$ cat src/include/psf_cfg.svh
/*
  Constants of the privileged CPU state file: word addresses, field
  positions and reset values. Assumes a 32-bit bus that addresses bytes.
*/
// Behaviour
// RULE_01 - Six dispatch vectors, selected vector becomes PC
// RULE_02 - FP enable bit; FP op while clear faults
// RULE_03 - Interrupt-seen bit cleared by any return
// RULE_04 - Exception entry loads kernel global pointer to R15
// RULE_05 - Kernel stack pointer saved while in user
// RULE_06 - User stack pointer saved while in kernel
// RULE_07 - Reservation bit set by LL, tested by SC
// RULE_08 - Three-bit machine-check error summary register
// RULE_09 - PC low two bits read zero, ignore writes
// RULE_10 - Context block base address register
// RULE_11 - Cycle register: wrapping low counter, high bias
// RULE_12 - Process cycle total is bias plus count mod 2^32
// RULE_13 - Context bit 62 flags process for monitoring
// RULE_14 - Status word: bit 3 mode, bits 2:0 IPL
// RULE_15 - Page table root frame number register
// RULE_16 - Unaligned kernel stack access halts
// RULE_17 - VA at/above boundary uses system root
// RULE_18 - Boundary resets to all ones
// RULE_19 - Per-CPU value, kernel mode access only
// RULE_20 - Per-process value, any mode
// RULE_21 - Virtual page table pointer register
// RULE_22 - Read-only CPU number below CPU limit
// RULE_23 - IPL bits 2:0, mode bit 3
// RULE_24 - Disabled FP op updates no register
`ifndef PSF_CFG_SVH
`define PSF_CFG_SVH

// Slots of the wide register array
`define PSF_R_IFV      5'h01
`define PSF_R_KERN_GP  5'h06
`define PSF_R_KERN_SP  5'h07
`define PSF_R_USER_SP  5'h08
`define PSF_R_PC       5'h09
`define PSF_R_CTX_BASE 5'h0A
`define PSF_R_PROC_RT  5'h0B
`define PSF_R_SYS_RT   5'h0C
`define PSF_R_BOUND    5'h0D
`define PSF_R_VPT      5'h0E
`define PSF_R_PERCPU   5'h0F
`define PSF_R_PERPROC  5'h10
`define PSF_NREG       17

// Word addresses (byte address is four times these)
`define PSF_W_WIDE_END 6'h22
`define PSF_W_CYC_LO   6'h22
`define PSF_W_CYC_HI   6'h23
`define PSF_W_PS       6'h24
`define PSF_W_MISC     6'h25
`define PSF_W_CTX_LO   6'h26
`define PSF_W_CTX_HI   6'h27
`define PSF_W_CPU_LO   6'h28
`define PSF_W_CPU_HI   6'h29
`define PSF_W_CYC_TOT  6'h2A

// Fields
`define PSF_MODE_BIT   3
`define PSF_FPEN_BIT   0
`define PSF_WATCH_BIT  30
`define PSF_LOCK_BIT   0
`define PSF_SEEN_BIT   1
`define PSF_HALT_BIT   2
`define PSF_MCHK_LSB   4
`define PSF_PC_LOW     2'h0
`define PSF_STK_ALIGN  3'h0

// Reset values
`define PSF_PS_RST     4'h7
`define PSF_BOUND_RST  64'hFFFFFFFFFFFFFFFF
`define PSF_MCHK_RST   3'h0

`endif

$ cat src/include/psf_pkg.sv
/*
  Types of the privileged CPU state file. Assumes psf_cfg.svh beside it.
*/
package psf_pkg;
  // Order matches the vector slots 0 to 5
  typedef enum logic [2:0] {
    PSF_EXC_ARITH,
    PSF_EXC_IFAULT,
    PSF_EXC_INT,
    PSF_EXC_MM,
    PSF_EXC_SYS,
    PSF_EXC_UNA
  } psf_exc_e;
  typedef logic [63:0] psf_word_t;
endpackage

$ cat src/include/psf_cyc_if.sv
/*
  Link between the state file and its cycle counter.
  Assumes one clock for both ends.
*/
`timescale 1ns/1ps
interface psf_cyc_if;
  logic [31:0] wdata;
  logic        wr_cnt;
  logic        wr_bias;
  logic [31:0] cnt;
  logic [31:0] bias;
  logic [31:0] total;
  modport ctl (output wdata, wr_cnt, wr_bias, input cnt, bias, total);
  modport cyc (input wdata, wr_cnt, wr_bias, output cnt, bias, total);
endinterface

$ cat src/hdl/psf_cycle.sv
/*
  Per-process cycle counter: wrapping count plus per-process bias.
  Assumes writes arrive from the state file on the same clock.
*/
`timescale 1ns/1ps
module psf_cycle (
  input  wire logic clk_i,
  input  wire logic rst_i,
  psf_cyc_if.cyc    port_c
);
  import psf_pkg::*;

  // Low half counts every clock unless written that cycle, and wraps freely
  always_ff @(posedge clk_i) begin
    if (rst_i) begin
      port_c.cnt <= 32'h0;
    end else if (port_c.wr_cnt) begin
      port_c.cnt <= port_c.wdata;
    end else begin
      port_c.cnt <= port_c.cnt + 32'h1; // RULE_11
    end
  end

  // High half is the bias set by software
  always_ff @(posedge clk_i) begin
    if (rst_i) begin
      port_c.bias <= 32'h0;
    end else if (port_c.wr_bias) begin
      port_c.bias <= port_c.wdata; // RULE_11
    end
  end

  // Carry out is dropped, so the total wraps
  assign port_c.total = port_c.bias + port_c.cnt; // RULE_12
endmodule // psf_cycle

$ cat src/hdl/psf_state_file.sv
/*
  Privileged CPU state file: vectors, stack saves, status word, PC,
  page roots, reservation and value registers, on a Wishbone slave.
  Assumes core event inputs are on clk_i and pulse for one cycle.
*/
`timescale 1ns/1ps
`include "psf_cfg.svh"
module psf_state_file #(
  parameter logic [63:0] CPU_ID    = 64'h0,
  parameter int          CPU_LIMIT = 1
) (
  input  wire logic              clk_i,
  input  wire logic              rst_i,
  input  wire logic              wb_cyc_i,
  input  wire logic              wb_stb_i,
  input  wire logic              wb_we_i,
  input  wire logic [7:0]        wb_adr_i,
  input  wire logic [3:0]        wb_sel_i,
  input  wire logic [31:0]       wb_dat_i,
  output logic      [31:0]       wb_dat_o,
  output logic                   wb_ack_o,
  input  wire logic              exc_i,
  input  wire psf_pkg::psf_exc_e exc_kind_i,
  input  wire psf_pkg::psf_word_t cur_sp_i,
  input  wire logic              ret_i,
  input  wire logic [3:0]        ret_ps_i,
  input  wire logic              ll_i,
  input  wire logic              sc_i,
  input  wire logic              fp_issue_i,
  input  wire logic              stk_access_i,
  input  wire psf_pkg::psf_word_t stk_addr_i,
  input  wire psf_pkg::psf_word_t xlat_va_i,
  output logic                   sc_ok_o,
  output logic                   fp_fault_o,
  output logic                   fp_commit_o,
  output logic                   dispatch_o,
  output psf_pkg::psf_word_t     dispatch_pc_o,
  output logic                   gp_wr_o,
  output psf_pkg::psf_word_t     gp_o,
  output logic                   sp_load_o,
  output psf_pkg::psf_word_t     sp_o,
  output psf_pkg::psf_word_t     xlat_root_o,
  output logic                   stack_halt_o,
  output logic                   perf_watch_o,
  output psf_pkg::psf_word_t     pc_o,
  output logic                   user_mode_o,
  output logic [2:0]             ipl_o
);
  import psf_pkg::*;

  psf_word_t   regs [0:`PSF_NREG-1];
  logic [3:0]  ps;
  logic        fp_en;
  logic        perf_watch;
  logic        lock;
  logic        intr_seen;
  logic        halt;
  logic [2:0]  mchk_sum;
  logic [31:0] rdata;
  logic        bus_wr;
  logic        wide_hit;
  logic [4:0]  widx;
  logic [5:0]  word;
  logic        priv_ok;
  logic        fp_bad;
  logic [4:0]  vec_idx;
  psf_word_t   merged;
  psf_word_t   vec;

  psf_cyc_if cyc_link ();

  psf_cycle i_psf_cycle (
    .clk_i  (clk_i),
    .rst_i  (rst_i),
    .port_c (cyc_link.cyc)
  );

  // Merge one bus word into a 32-bit field under byte enables
  function automatic logic [31:0] lane_merge(input logic [31:0] old,
                                             input logic [31:0] nw,
                                             input logic [3:0]  sel);
    logic [31:0] res;
    res = old;
    for (int b = 0; b < 4; b++) begin
      if (sel[b]) begin
        res[8*b +: 8] = nw[8*b +: 8];
      end
    end
    return res;
  endfunction

  // Decode: write commits at the edge where the master sees ack
  assign word     = wb_adr_i[7:2];
  assign bus_wr   = wb_cyc_i && wb_stb_i && wb_we_i && wb_ack_o;
  assign wide_hit = word < `PSF_W_WIDE_END;
  assign widx     = word[5:1];
  // Per-CPU value is closed to user mode
  assign priv_ok  = (widx != `PSF_R_PERCPU) || !ps[`PSF_MODE_BIT]; // RULE_19
  assign fp_bad   = fp_issue_i && !fp_en; // RULE_02
  assign vec_idx  = {2'h0, exc_kind_i};
  assign vec      = regs[vec_idx];

  // Byte-lane merge of the selected wide register half
  always_comb begin
    merged = regs[widx];
    if (word[0]) begin
      merged[63:32] = lane_merge(regs[widx][63:32], wb_dat_i, wb_sel_i);
    end else begin
      merged[31:0] = lane_merge(regs[widx][31:0], wb_dat_i, wb_sel_i);
    end
  end

  // Wishbone ack: one cycle after the request, dropped the cycle after
  always_ff @(posedge clk_i) begin
    if (rst_i) begin
      wb_ack_o <= 1'b0;
    end else begin
      wb_ack_o <= wb_cyc_i && wb_stb_i && !wb_ack_o;
    end
  end

  // Wide registers; core events are written last so they win
  always_ff @(posedge clk_i) begin
    if (rst_i) begin
      for (int i = 0; i < `PSF_NREG; i++) begin
        regs[i] <= 64'h0;
      end
      regs[`PSF_R_BOUND] <= `PSF_BOUND_RST; // RULE_18
    end else begin
      if (bus_wr && wide_hit && priv_ok) begin // RULE_20
        regs[widx] <= merged; // RULE_10 RULE_15 RULE_21
        if (widx == `PSF_R_PC) begin
          regs[widx][1:0] <= `PSF_PC_LOW; // RULE_09
        end
      end
      if (exc_i) begin
        regs[`PSF_R_PC] <= {vec[63:2], `PSF_PC_LOW}; // RULE_01
        if (ps[`PSF_MODE_BIT]) begin
          regs[`PSF_R_USER_SP] <= cur_sp_i; // RULE_06
        end
      end else if (fp_bad) begin
        // Only the PC moves; the faulting op leaves all else alone
        regs[`PSF_R_PC] <= {regs[`PSF_R_IFV][63:2], `PSF_PC_LOW}; // RULE_24
      end else if (ret_i && ret_ps_i[`PSF_MODE_BIT]) begin
        regs[`PSF_R_KERN_SP] <= cur_sp_i; // RULE_05
      end
    end
  end

  // Status word: exceptions enter kernel, returns reload it
  always_ff @(posedge clk_i) begin
    if (rst_i) begin
      ps <= `PSF_PS_RST;
    end else if (exc_i) begin
      ps[`PSF_MODE_BIT] <= 1'b0; // RULE_14
    end else if (ret_i) begin
      ps <= ret_ps_i; // RULE_23
    end else if (bus_wr && word == `PSF_W_PS) begin
      ps <= wb_dat_i[3:0]; // RULE_14
    end
  end

  // Context-block word at offset 40: FP enable and monitor request
  always_ff @(posedge clk_i) begin
    if (rst_i) begin
      fp_en      <= 1'b0;
      perf_watch <= 1'b0;
    end else if (bus_wr && wb_sel_i[0] && word == `PSF_W_CTX_LO) begin
      fp_en <= wb_dat_i[`PSF_FPEN_BIT]; // RULE_02
    end else if (bus_wr && wb_sel_i[3] && word == `PSF_W_CTX_HI) begin
      perf_watch <= wb_dat_i[`PSF_WATCH_BIT]; // RULE_13
    end
  end

  // Reservation: a new load-locked beats a clear in the same cycle
  always_ff @(posedge clk_i) begin
    if (rst_i) begin
      lock <= 1'b0;
    end else if (ll_i) begin
      lock <= 1'b1; // RULE_07
    end else if (sc_i || ret_i) begin
      lock <= 1'b0; // RULE_07
    end else if (bus_wr && word == `PSF_W_MISC) begin
      lock <= wb_dat_i[`PSF_LOCK_BIT];
    end
  end

  // Interrupt-seen: a new interrupt beats a return in the same cycle
  always_ff @(posedge clk_i) begin
    if (rst_i) begin
      intr_seen <= 1'b0;
    end else if (exc_i && exc_kind_i == PSF_EXC_INT) begin
      intr_seen <= 1'b1;
    end else if (ret_i) begin
      intr_seen <= 1'b0; // RULE_03
    end
  end

  // Stack halt is sticky; software clears it by writing a one
  always_ff @(posedge clk_i) begin
    if (rst_i) begin
      halt <= 1'b0;
    end else if (stk_access_i && stk_addr_i[2:0] != `PSF_STK_ALIGN) begin
      halt <= 1'b1; // RULE_16
    end else if (bus_wr && word == `PSF_W_MISC && wb_dat_i[`PSF_HALT_BIT]) begin
      halt <= 1'b0;
    end
  end

  // Machine-check summary is plain software state
  always_ff @(posedge clk_i) begin
    if (rst_i) begin
      mchk_sum <= `PSF_MCHK_RST;
    end else if (bus_wr && wb_sel_i[0] && word == `PSF_W_MISC) begin
      mchk_sum <= wb_dat_i[`PSF_MCHK_LSB +: 3]; // RULE_08
    end
  end

  // Exception dispatch: new PC, global pointer and stack switch
  always_ff @(posedge clk_i) begin
    if (rst_i) begin
      dispatch_o    <= 1'b0;
      dispatch_pc_o <= 64'h0;
      gp_wr_o       <= 1'b0;
      gp_o          <= 64'h0;
      sp_load_o     <= 1'b0;
      sp_o          <= 64'h0;
    end else begin
      dispatch_o <= exc_i || fp_bad;
      gp_wr_o    <= exc_i;
      sp_load_o  <= 1'b0;
      if (exc_i) begin
        dispatch_pc_o <= {vec[63:2], `PSF_PC_LOW}; // RULE_01
        gp_o          <= regs[`PSF_R_KERN_GP]; // RULE_04
        if (ps[`PSF_MODE_BIT]) begin
          sp_load_o <= 1'b1;
          sp_o      <= regs[`PSF_R_KERN_SP]; // RULE_05
        end
      end else if (fp_bad) begin
        dispatch_pc_o <= {regs[`PSF_R_IFV][63:2], `PSF_PC_LOW};
      end else if (ret_i && ret_ps_i[`PSF_MODE_BIT]) begin
        sp_load_o <= 1'b1;
        sp_o      <= regs[`PSF_R_USER_SP]; // RULE_06
      end
    end
  end

  // Instruction outcomes and translation root, all registered
  always_ff @(posedge clk_i) begin
    if (rst_i) begin
      sc_ok_o     <= 1'b0;
      fp_fault_o  <= 1'b0;
      fp_commit_o <= 1'b0;
      xlat_root_o <= 64'h0;
    end else begin
      sc_ok_o     <= sc_i && lock; // RULE_07
      fp_fault_o  <= fp_bad; // RULE_02
      fp_commit_o <= fp_issue_i && fp_en; // RULE_24
      if (xlat_va_i >= regs[`PSF_R_BOUND]) begin
        xlat_root_o <= regs[`PSF_R_SYS_RT]; // RULE_17
      end else begin
        xlat_root_o <= regs[`PSF_R_PROC_RT]; // RULE_15
      end
    end
  end

  // Cycle counter halves written through the link
  assign cyc_link.wdata   = wb_dat_i;
  assign cyc_link.wr_cnt  = bus_wr && word == `PSF_W_CYC_LO; // RULE_11
  assign cyc_link.wr_bias = bus_wr && word == `PSF_W_CYC_HI;

  // Read mux; unmapped words and closed registers read as zero
  always_comb begin
    rdata = 32'h0;
    if (wide_hit) begin
      if (priv_ok) begin
        rdata = word[0] ? regs[widx][63:32] : regs[widx][31:0];
      end
      if (widx == `PSF_R_PC && !word[0]) begin
        rdata[1:0] = `PSF_PC_LOW; // RULE_09
      end
    end else begin
      case (word)
        `PSF_W_CYC_LO:  rdata = cyc_link.cnt;
        `PSF_W_CYC_HI:  rdata = cyc_link.bias;
        `PSF_W_CYC_TOT: rdata = cyc_link.total; // RULE_12
        `PSF_W_PS:      rdata = {28'h0, ps};
        `PSF_W_MISC: begin
          rdata[`PSF_LOCK_BIT]      = lock;
          rdata[`PSF_SEEN_BIT]      = intr_seen;
          rdata[`PSF_HALT_BIT]      = halt;
          rdata[`PSF_MCHK_LSB +: 3] = mchk_sum;
        end
        `PSF_W_CTX_LO:  rdata[`PSF_FPEN_BIT] = fp_en;
        `PSF_W_CTX_HI:  rdata[`PSF_WATCH_BIT] = perf_watch;
        `PSF_W_CPU_LO:  rdata = CPU_ID[31:0]; // RULE_22
        `PSF_W_CPU_HI:  rdata = CPU_ID[63:32];
        default:        rdata = 32'h0;
      endcase
    end
  end

  // Read data is latched with ack so it holds while ack is high
  always_ff @(posedge clk_i) begin
    if (rst_i) begin
      wb_dat_o <= 32'h0;
    end else if (wb_cyc_i && wb_stb_i && !wb_ack_o) begin
      wb_dat_o <= rdata;
    end
  end

  // Status views for the core
  always_ff @(posedge clk_i) begin
    if (rst_i) begin
      pc_o         <= 64'h0;
      user_mode_o  <= 1'b0;
      ipl_o        <= 3'h0;
      perf_watch_o <= 1'b0;
      stack_halt_o <= 1'b0;
    end else begin
      pc_o         <= {regs[`PSF_R_PC][63:2], `PSF_PC_LOW};
      user_mode_o  <= ps[`PSF_MODE_BIT]; // RULE_14
      ipl_o        <= ps[2:0]; // RULE_23
      perf_watch_o <= perf_watch; // RULE_13
      stack_halt_o <= halt; // RULE_16
    end
  end
endmodule // psf_state_file

$ cat config.mk
export PLATFORM = sky130hd
export DESIGN_NAME = psf_state_file
export DESIGN_NICKNAME = d
export VERILOG_FILES = /design/src/include/psf_pkg.sv /design/src/include/psf_cyc_if.sv /design/src/hdl/psf_cycle.sv /design/src/hdl/psf_state_file.sv
export VERILOG_INCLUDE_DIRS = /design/src /design/src/include
export SDC_FILE = /design/constraint.sdc
export NUM_CORES = 2
export LEC_CHECK = 0
export BUFFER_PORTS_ARGS = -buffer_cell sky130_fd_sc_hd__clkbuf_2
export CAP_MARGIN = 10
export CELL_PAD_IN_SITES_DETAIL_PLACEMENT = 1
export CELL_PAD_IN_SITES_GLOBAL_PLACEMENT = 2
export CORE_AREA = 8 8 504 555
export CTS_CLUSTER_DIAMETER = 120
export DETAILED_ROUTE_END_ITERATION = 16
export DIE_AREA = 0 0 512 563
export GPL_ROUTABILITY_DRIVEN = 1
export GPL_TIMING_DRIVEN = 0
export MAX_ROUTING_LAYER = met4
export PLACE_DENSITY = 0.82
export SLEW_MARGIN = 10
export SYNTH_ARGS = -nofsm -noshare
export SYNTH_HDL_FRONTEND = slang
export SYNTH_SLANG_ARGS = --single-unit
$ cat constraint.sdc
create_clock -name clk_i -period 4.3 [get_ports clk_i]
set_input_delay 0 -clock clk_i [delete_from_list [all_inputs] [get_ports clk_i]]
set_output_delay 0 -clock clk_i [all_outputs]
set_load 0.005 [all_outputs]
---- Word level (Yosys, flattened, before mapping) ----
Memories as Yosys holds them, arrays and structs flattened. A register that Yosys moved wholly into a read port is not among the register bits.
Cells that the tools add are included.
Widths: inputs -> output; s select.
cells by class
  add/subtract/negate cells ............... 2
  reduce and logical (&&, ||, !) cells .... 42
  $lt $le $gt $ge ......................... 2
  muxes and demuxes ....................... 74
  eq/ne operators ......................... 18
  bitwise operators ....................... 33
operator list
  kind                   count
  $mux 64                13
  $mux 32                6
  $pmux 23 s3            1
  $ge 64x64->1           1
  $mux 8                 8
  $reduce_or 64->1       1
  $mux 62                1
  $eq 6x6->1 const B     7
  $mux 1                 33
  $add 32x1->32 const B  1
  $add 32x32->32         1
  $eq 5x5->1 const B     6
  $logic_and 1x1->1      23
  $and 1x1->1            15
  $pmux 3 s4             1
  $not 1->1              10
  $pmux 2 s5             1
  $reduce_bool 2->1      5
  $mux 4                 2
  $pmux 1 s4             2
  $or 1x1->1             7
  $lt 6x6->1 const B     1
  $mux 2                 3
  $pmux 1 s6             1
  14 further kinds       21
word-level totals
  flip-flop bits (word level) ............. 313
  memories kept ........................... 1
  memory bits (writable) .................. 1088
  output and inout bits ................... 365
  logic and storage cells ................. 198
  input port bits ......................... 254
memory list
  memory  depth  width  read ports  clocked after memory_dff  write ports  RTL line              text
  regs    17     64     10          2                         17           psf_state_file.sv:51  psf_word_t regs [0:`PSF_NREG-1];

---- Longest topological paths before layout ----
  depth after elaboration ................. 15
  mapped depth ............................ 16
  depth with buffers taken out ............ 12

---- Hierarchy ----
Synthesis repeated with hierarchy kept, for this count alone.
second synthesis, totals
  cell total of the unflattened synthesis .. 7293
  area total of the unflattened synthesis .. 111511.9 sq um
by module, submodules not included
  module          seq. area each (sq um)  times used  cells an instance  area each (sq um)
  psf_state_file  68946.1                 1           6721               106908.8
  psf_cycle       1281.2                  1           572                4603.2

---- Worst setup path before layout ----
No wires, ideal clock.
  kind .................................... input to register
  start point ............................. input wb_adr_i[4]
  end point ............................... memory regs[9][10] (netlist bit) (enable)
  library setup time ...................... 0.839 ns
  path slack .............................. 0.548 ns
  cell stages on the path ................. 10
  data required time ...................... 3.461 ns
  arrival time ............................ 2.913 ns
  buffers on the path ..................... 5
  cells stage by stage .................... buf_4 -> buf_4 -> buf_4 -> buf_2 -> buf_1 -> nor4b_2 -> nor2_1 -> nor3_1 -> nand2_1 -> nand3_1
RTL lines
  what         RTL line              text
  from (decl)  psf_state_file.sv:17  input wire logic [7:0] wb_adr_i,
  to (decl)    psf_state_file.sv:51

==> reports/results.txt <==
The run finished, with violations left. The final reports fail on max-capacitance violations, max-slew violations, negative setup slack. The first detailed-routing pass ran for 6 iterations.

The run gives -0.348 ns as the worst-case setup margin in the final layout. The worst setup path is launched from an input pin. The count of flip-flops with a built-in enable after synthesis was 2046; the ratio of routed vias to standard cells was 6.33. Setup violations remaining at the end of the flow were counted as 1207.

Buffers inserted during clock tree synthesis total 282. In the final layout, the multi-input gates occupy 40900 µm². The run gives -0.0518 as the worst slew slack as a fraction of its limit. The number of maximum-capacitance constraint violations is 4. After routing the design area is 135000 µm². The sort of element at the end of the critical path is a register.

During synthesis, Yosys emitted a total of 0 warnings. The aggregate routed wire length is 562 mm. In this run the worst path has a maximum fanout of 28. The tools report the number of global-route vias before repair as 82900.

After the first detailed-routing iteration, the DRC count stood at 14800. Summing over every cut layer, the via total after detailed routing is 84600. The clock arrives with 0.0617 ns of skew. Counting every sink on the clock net gives 2485. Measured along the y axis, the die boundary spans 563 µm. For this run, design rule violations remaining after detail routing come to 0. The total area inside the core boundary comes to 271000 µm².

The initial antenna violation count came out at 83. The netlist uses 80 different library cells. The routed design could run at a clock period as short as 4.65 ns. TritonCTS built the clock tree. Clock tree root driver cell: clkbuf_16.

The pin slew with the least headroom to its limit was 1.58 ns; the post-route clock period utilization was 1.08. The sequential area share after synthesis was 0.638; the buffer depth of the longest clock path was 4. Entering global routing, the biggest net connects 40 pins.

Detailed placement finished with a half-perimeter wire length of 406 mm. The average cell area after synthesis is 14.7 µm². Main combinational cell family by area after synthesis: multiplexers.

The area of all sequential standard cells is 70200 µm², and the fraction of synthesis flops using an asynchronous set or reset pin is 0. Number of routed nets with antenna violations: 0. The total of buffers placed on input and output ports is 543, and the largest vdd supply drop is 0.365 mV.

Summing all placed instances gives a cell area of 122000 µm². The initial cell density of the core was 0.407; the fraction of the mapped netlist area in compound gates was 0.0484. The xor and xnor area share after synthesis is 0.00390, and the full die area is 288000 µm². Routability-driven placement finished with a final weighted congestion of 0.996. In this run the static leakage power is 49.6 nW. The first-pass GRT wire length was 731 mm; the post-synthesis adder-cell area fraction was 0.0111.

For the endpoint required time on the critical path, the log shows 4.85 ns. Clock-pin slew was measured on the worst setup and hold paths at 0.07 ns. Setup repair after global routing could not meet its margin everywhere. The run gives 201 as the number of core rows.

The tightest hold path in the finished design has a slack of 0.00582 ns. The total of fill cells in the finished design is 27100. For this run, the top clock speed supported by timing is 215 MHz. Relative to the synthesized area, the layout overhead comes to 22.4%. The class of the tightest hold or removal check was in -> reg.

The run gives 0.91 ns as the source-to-sink clock delay at the later pin of the worst-skew pair. For this run, the leading register cell type out of synthesis is edfxtp_1. The total overflow left after global routing is 0. The final-report hold violation count was 0. The wire length per cell is 42.1 µm, and the cell count after synthesis is 7469.

The synthesized-area fraction occupied by and/or/nand/nor cells came out at 0.0805. The final layout contains 9843 nets. The floorplan step set the die width to 512 µm.

STA puts the critical path data arrival time at 5.20 ns. The count of state elements after synthesis was 2485; the total global routing track utilization was 0.388. The fraction of synthesized area in multiplexers works out to 0.186. The run gives 22 as the count of pins over their slew limit.

The critical path is of the in -> reg type. The ratio of cells with drive above 1 in the final layout was 0.248. The logs give 619 for the count of boundary I/O pins and 5 for the H-tree level count. The mapped netlist covers 110000 µm². Power spread over the standard cell area amounts to 431 nW/µm². The run gives 58.0 mW as the total power after layout.
## critical path: stages
cell and delay (ns):
clkbuf_2 0.12, clkbuf_1 0.84, clkbuf_2 0.76, clkbuf_1 0.86, clkbuf_1 1.13, a21oi_1 0.27
nand2_4 0.41, buf_16 0.34, buf_16 0.32
## logic make-up (layout without fill, tap and decap cells)
kind of cell / count (synthesis) / after routing
flops: 2485 / 2485
xor+xnor: 49 / 49
buf+inv: 752 / 2039
compound gates: 820 / 820
simple gates: 2132 / 2132
mux: 1133 / 1133
other cells: 1 / 1047
fa+ha+maj: 97 / 97
## cell usage in the layout (no fill, tap or decap), types with 30 or more instances in the layout
cell type and n:
a211oi_1 119, a21oi_1 186, a311oi_1 56, and2_1 46, and3_1 32, buf_12 30
buf_16 35, buf_2 125, buf_4 85, buf_6 51, clkbuf_1 292, clkbuf_16 291
clkbuf_2 656, clkinv_1 32, clkinv_2 47, conb_1 964, dfxtp_1 439, diode_2 83
dlygate4sd3_1 150, edfxtp_1 2046, ha_1 95, inv_1 94, inv_2 31, mux2_2 86
mux2i_1 269, mux2i_4 48, mux4_2 717, nand2_1 487, nand3_1 38, nand4_1 31
nor2_1 1258, nor2b_1 79, nor3_1 45, o21ai_0 170, o21ai_1 38, o22ai_1 66
xnor2_1 30
## synth_stat cells (10+ instances only)
cell type,instances,area (µm²)
inv_1,96,360
dfxtp_1,439,8790
o21a_1,10,75.1
buf_4,64,480
a211oi_1,119,893
and2_1,46,288
a221oi_1,26,228
and3_1,32,200
nor2_1,1281,4810
o22ai_1,66,413
inv_2,30,113
o221ai_1,10,87.6
ha_1,96,1200
edfxtp_1,2046,61400
a21o_1,21,158
xnor2_1,30,263
o21ai_2,10,87.6
mux4_2,717,16100
nand2_1,490,1840
nand2b_1,24,150
nand4_1,31,194
buf_1,63,236
mux2i_1,321,3210
nor2b_1,79,494
a221o_1,28,280
nor3_1,46,230
or3_1,12,75.1
xor2_1,19,166
nand3_1,39,195
buf_2,111,556
a22oi_1,21,158
nor2_2,14,87.6
o21ai_1,39,195
a21oi_1,190,951
clkbuf_1,345,1290
a311oi_1,56,490
mux2_2,86,968
buf_6,41,462
o21ai_0,171,856
## stage by stage
| stage | utilization | instances | TNS, ns | setup WS (ns) |
|---|---|---|---|---|
| detailed placement | 0.452 | 12600 | -3167.18 | -3.02 |
| finish | 0.497 | 13400 | -132.28 | -0.348 |
| CTS | 0.495 | 13300 | -3.65 | -0.149 |
| floorplan | - | 8432 | 0 | 0.548 |
| global placement | 0.446 | 12500 | -9148.72 | -6.03 |
| global route | 0.497 | 13300 | -8.64 | -0.225 |
## flip-flops by register name, indices dropped and copies added (netlist names), 62 cells and up
signal         cells
xlat_root_o       64
regs            2048
dispatch_pc_o     62
sp_o              64
gp_o              64
pc_o              62
## area by class of cell
| type | instances | share of cell area |
|---|---|---|
| multi-input combinational | 5195 | 0.304 |
| timing repair buffer | 778 | 0.0441 |
| buffer | 622 | 0.0257 |
| antenna | 83 | 0.00154 |
| inverter | 128 | 0.00360 |
| tap | 3552 | 0.0330 |
| clock inverter | 127 | 0.00881 |
| sequential | 2485 | 0.521 |
| clock buffer | 384 | 0.0583 |
## layer usage
metal,GRT usage,wire [µm],vias up
li1,-,-,31600
met1,0.464,195000,43800
met2,0.549,239000,7296
met3,0.132,78500,1851
met4,0.273,50100,0
met5,-,0,-
## repair_timing
item	4_1_cts	5_1_grt
cloned	7	0
hold buffers	150	0
pin swaps	6	1
endpoints found under the setup margin	1905	375
gates resized for setup	243	65
buffers inserted	12	10
hold endpoints to repair	348	0
## power breakdown
part	switching [mW]	internal, mW	leakage, nW
clock	10.6	13.9	4.42
combinational	4.34	2.05	23.7
sequential	0.579	26.6	21.5
total	15.5	42.5	49.6
## final timing paths
kind / cells past startpoint / slack (ns) / start / to
min: 4 / 0.006 / cur_sp_i[39] / regs[7][39]$_DFFE_PP_
min reg2reg: 2 / 0.47 / regs[9][0]$_SDFFE_PN0P_ / regs[9][0]$_SDFFE_PN0P_
max: 9 / -0.35 / exc_i / regs[8][12]$_DFFE_PP_
max reg2reg: 10 / -0.31 / ps[3]$_SDFFE_PP0N_ / regs[16][32]$_SDFFCE_PN0P_
No activity file was read; power rests on OpenSTA's default activity.
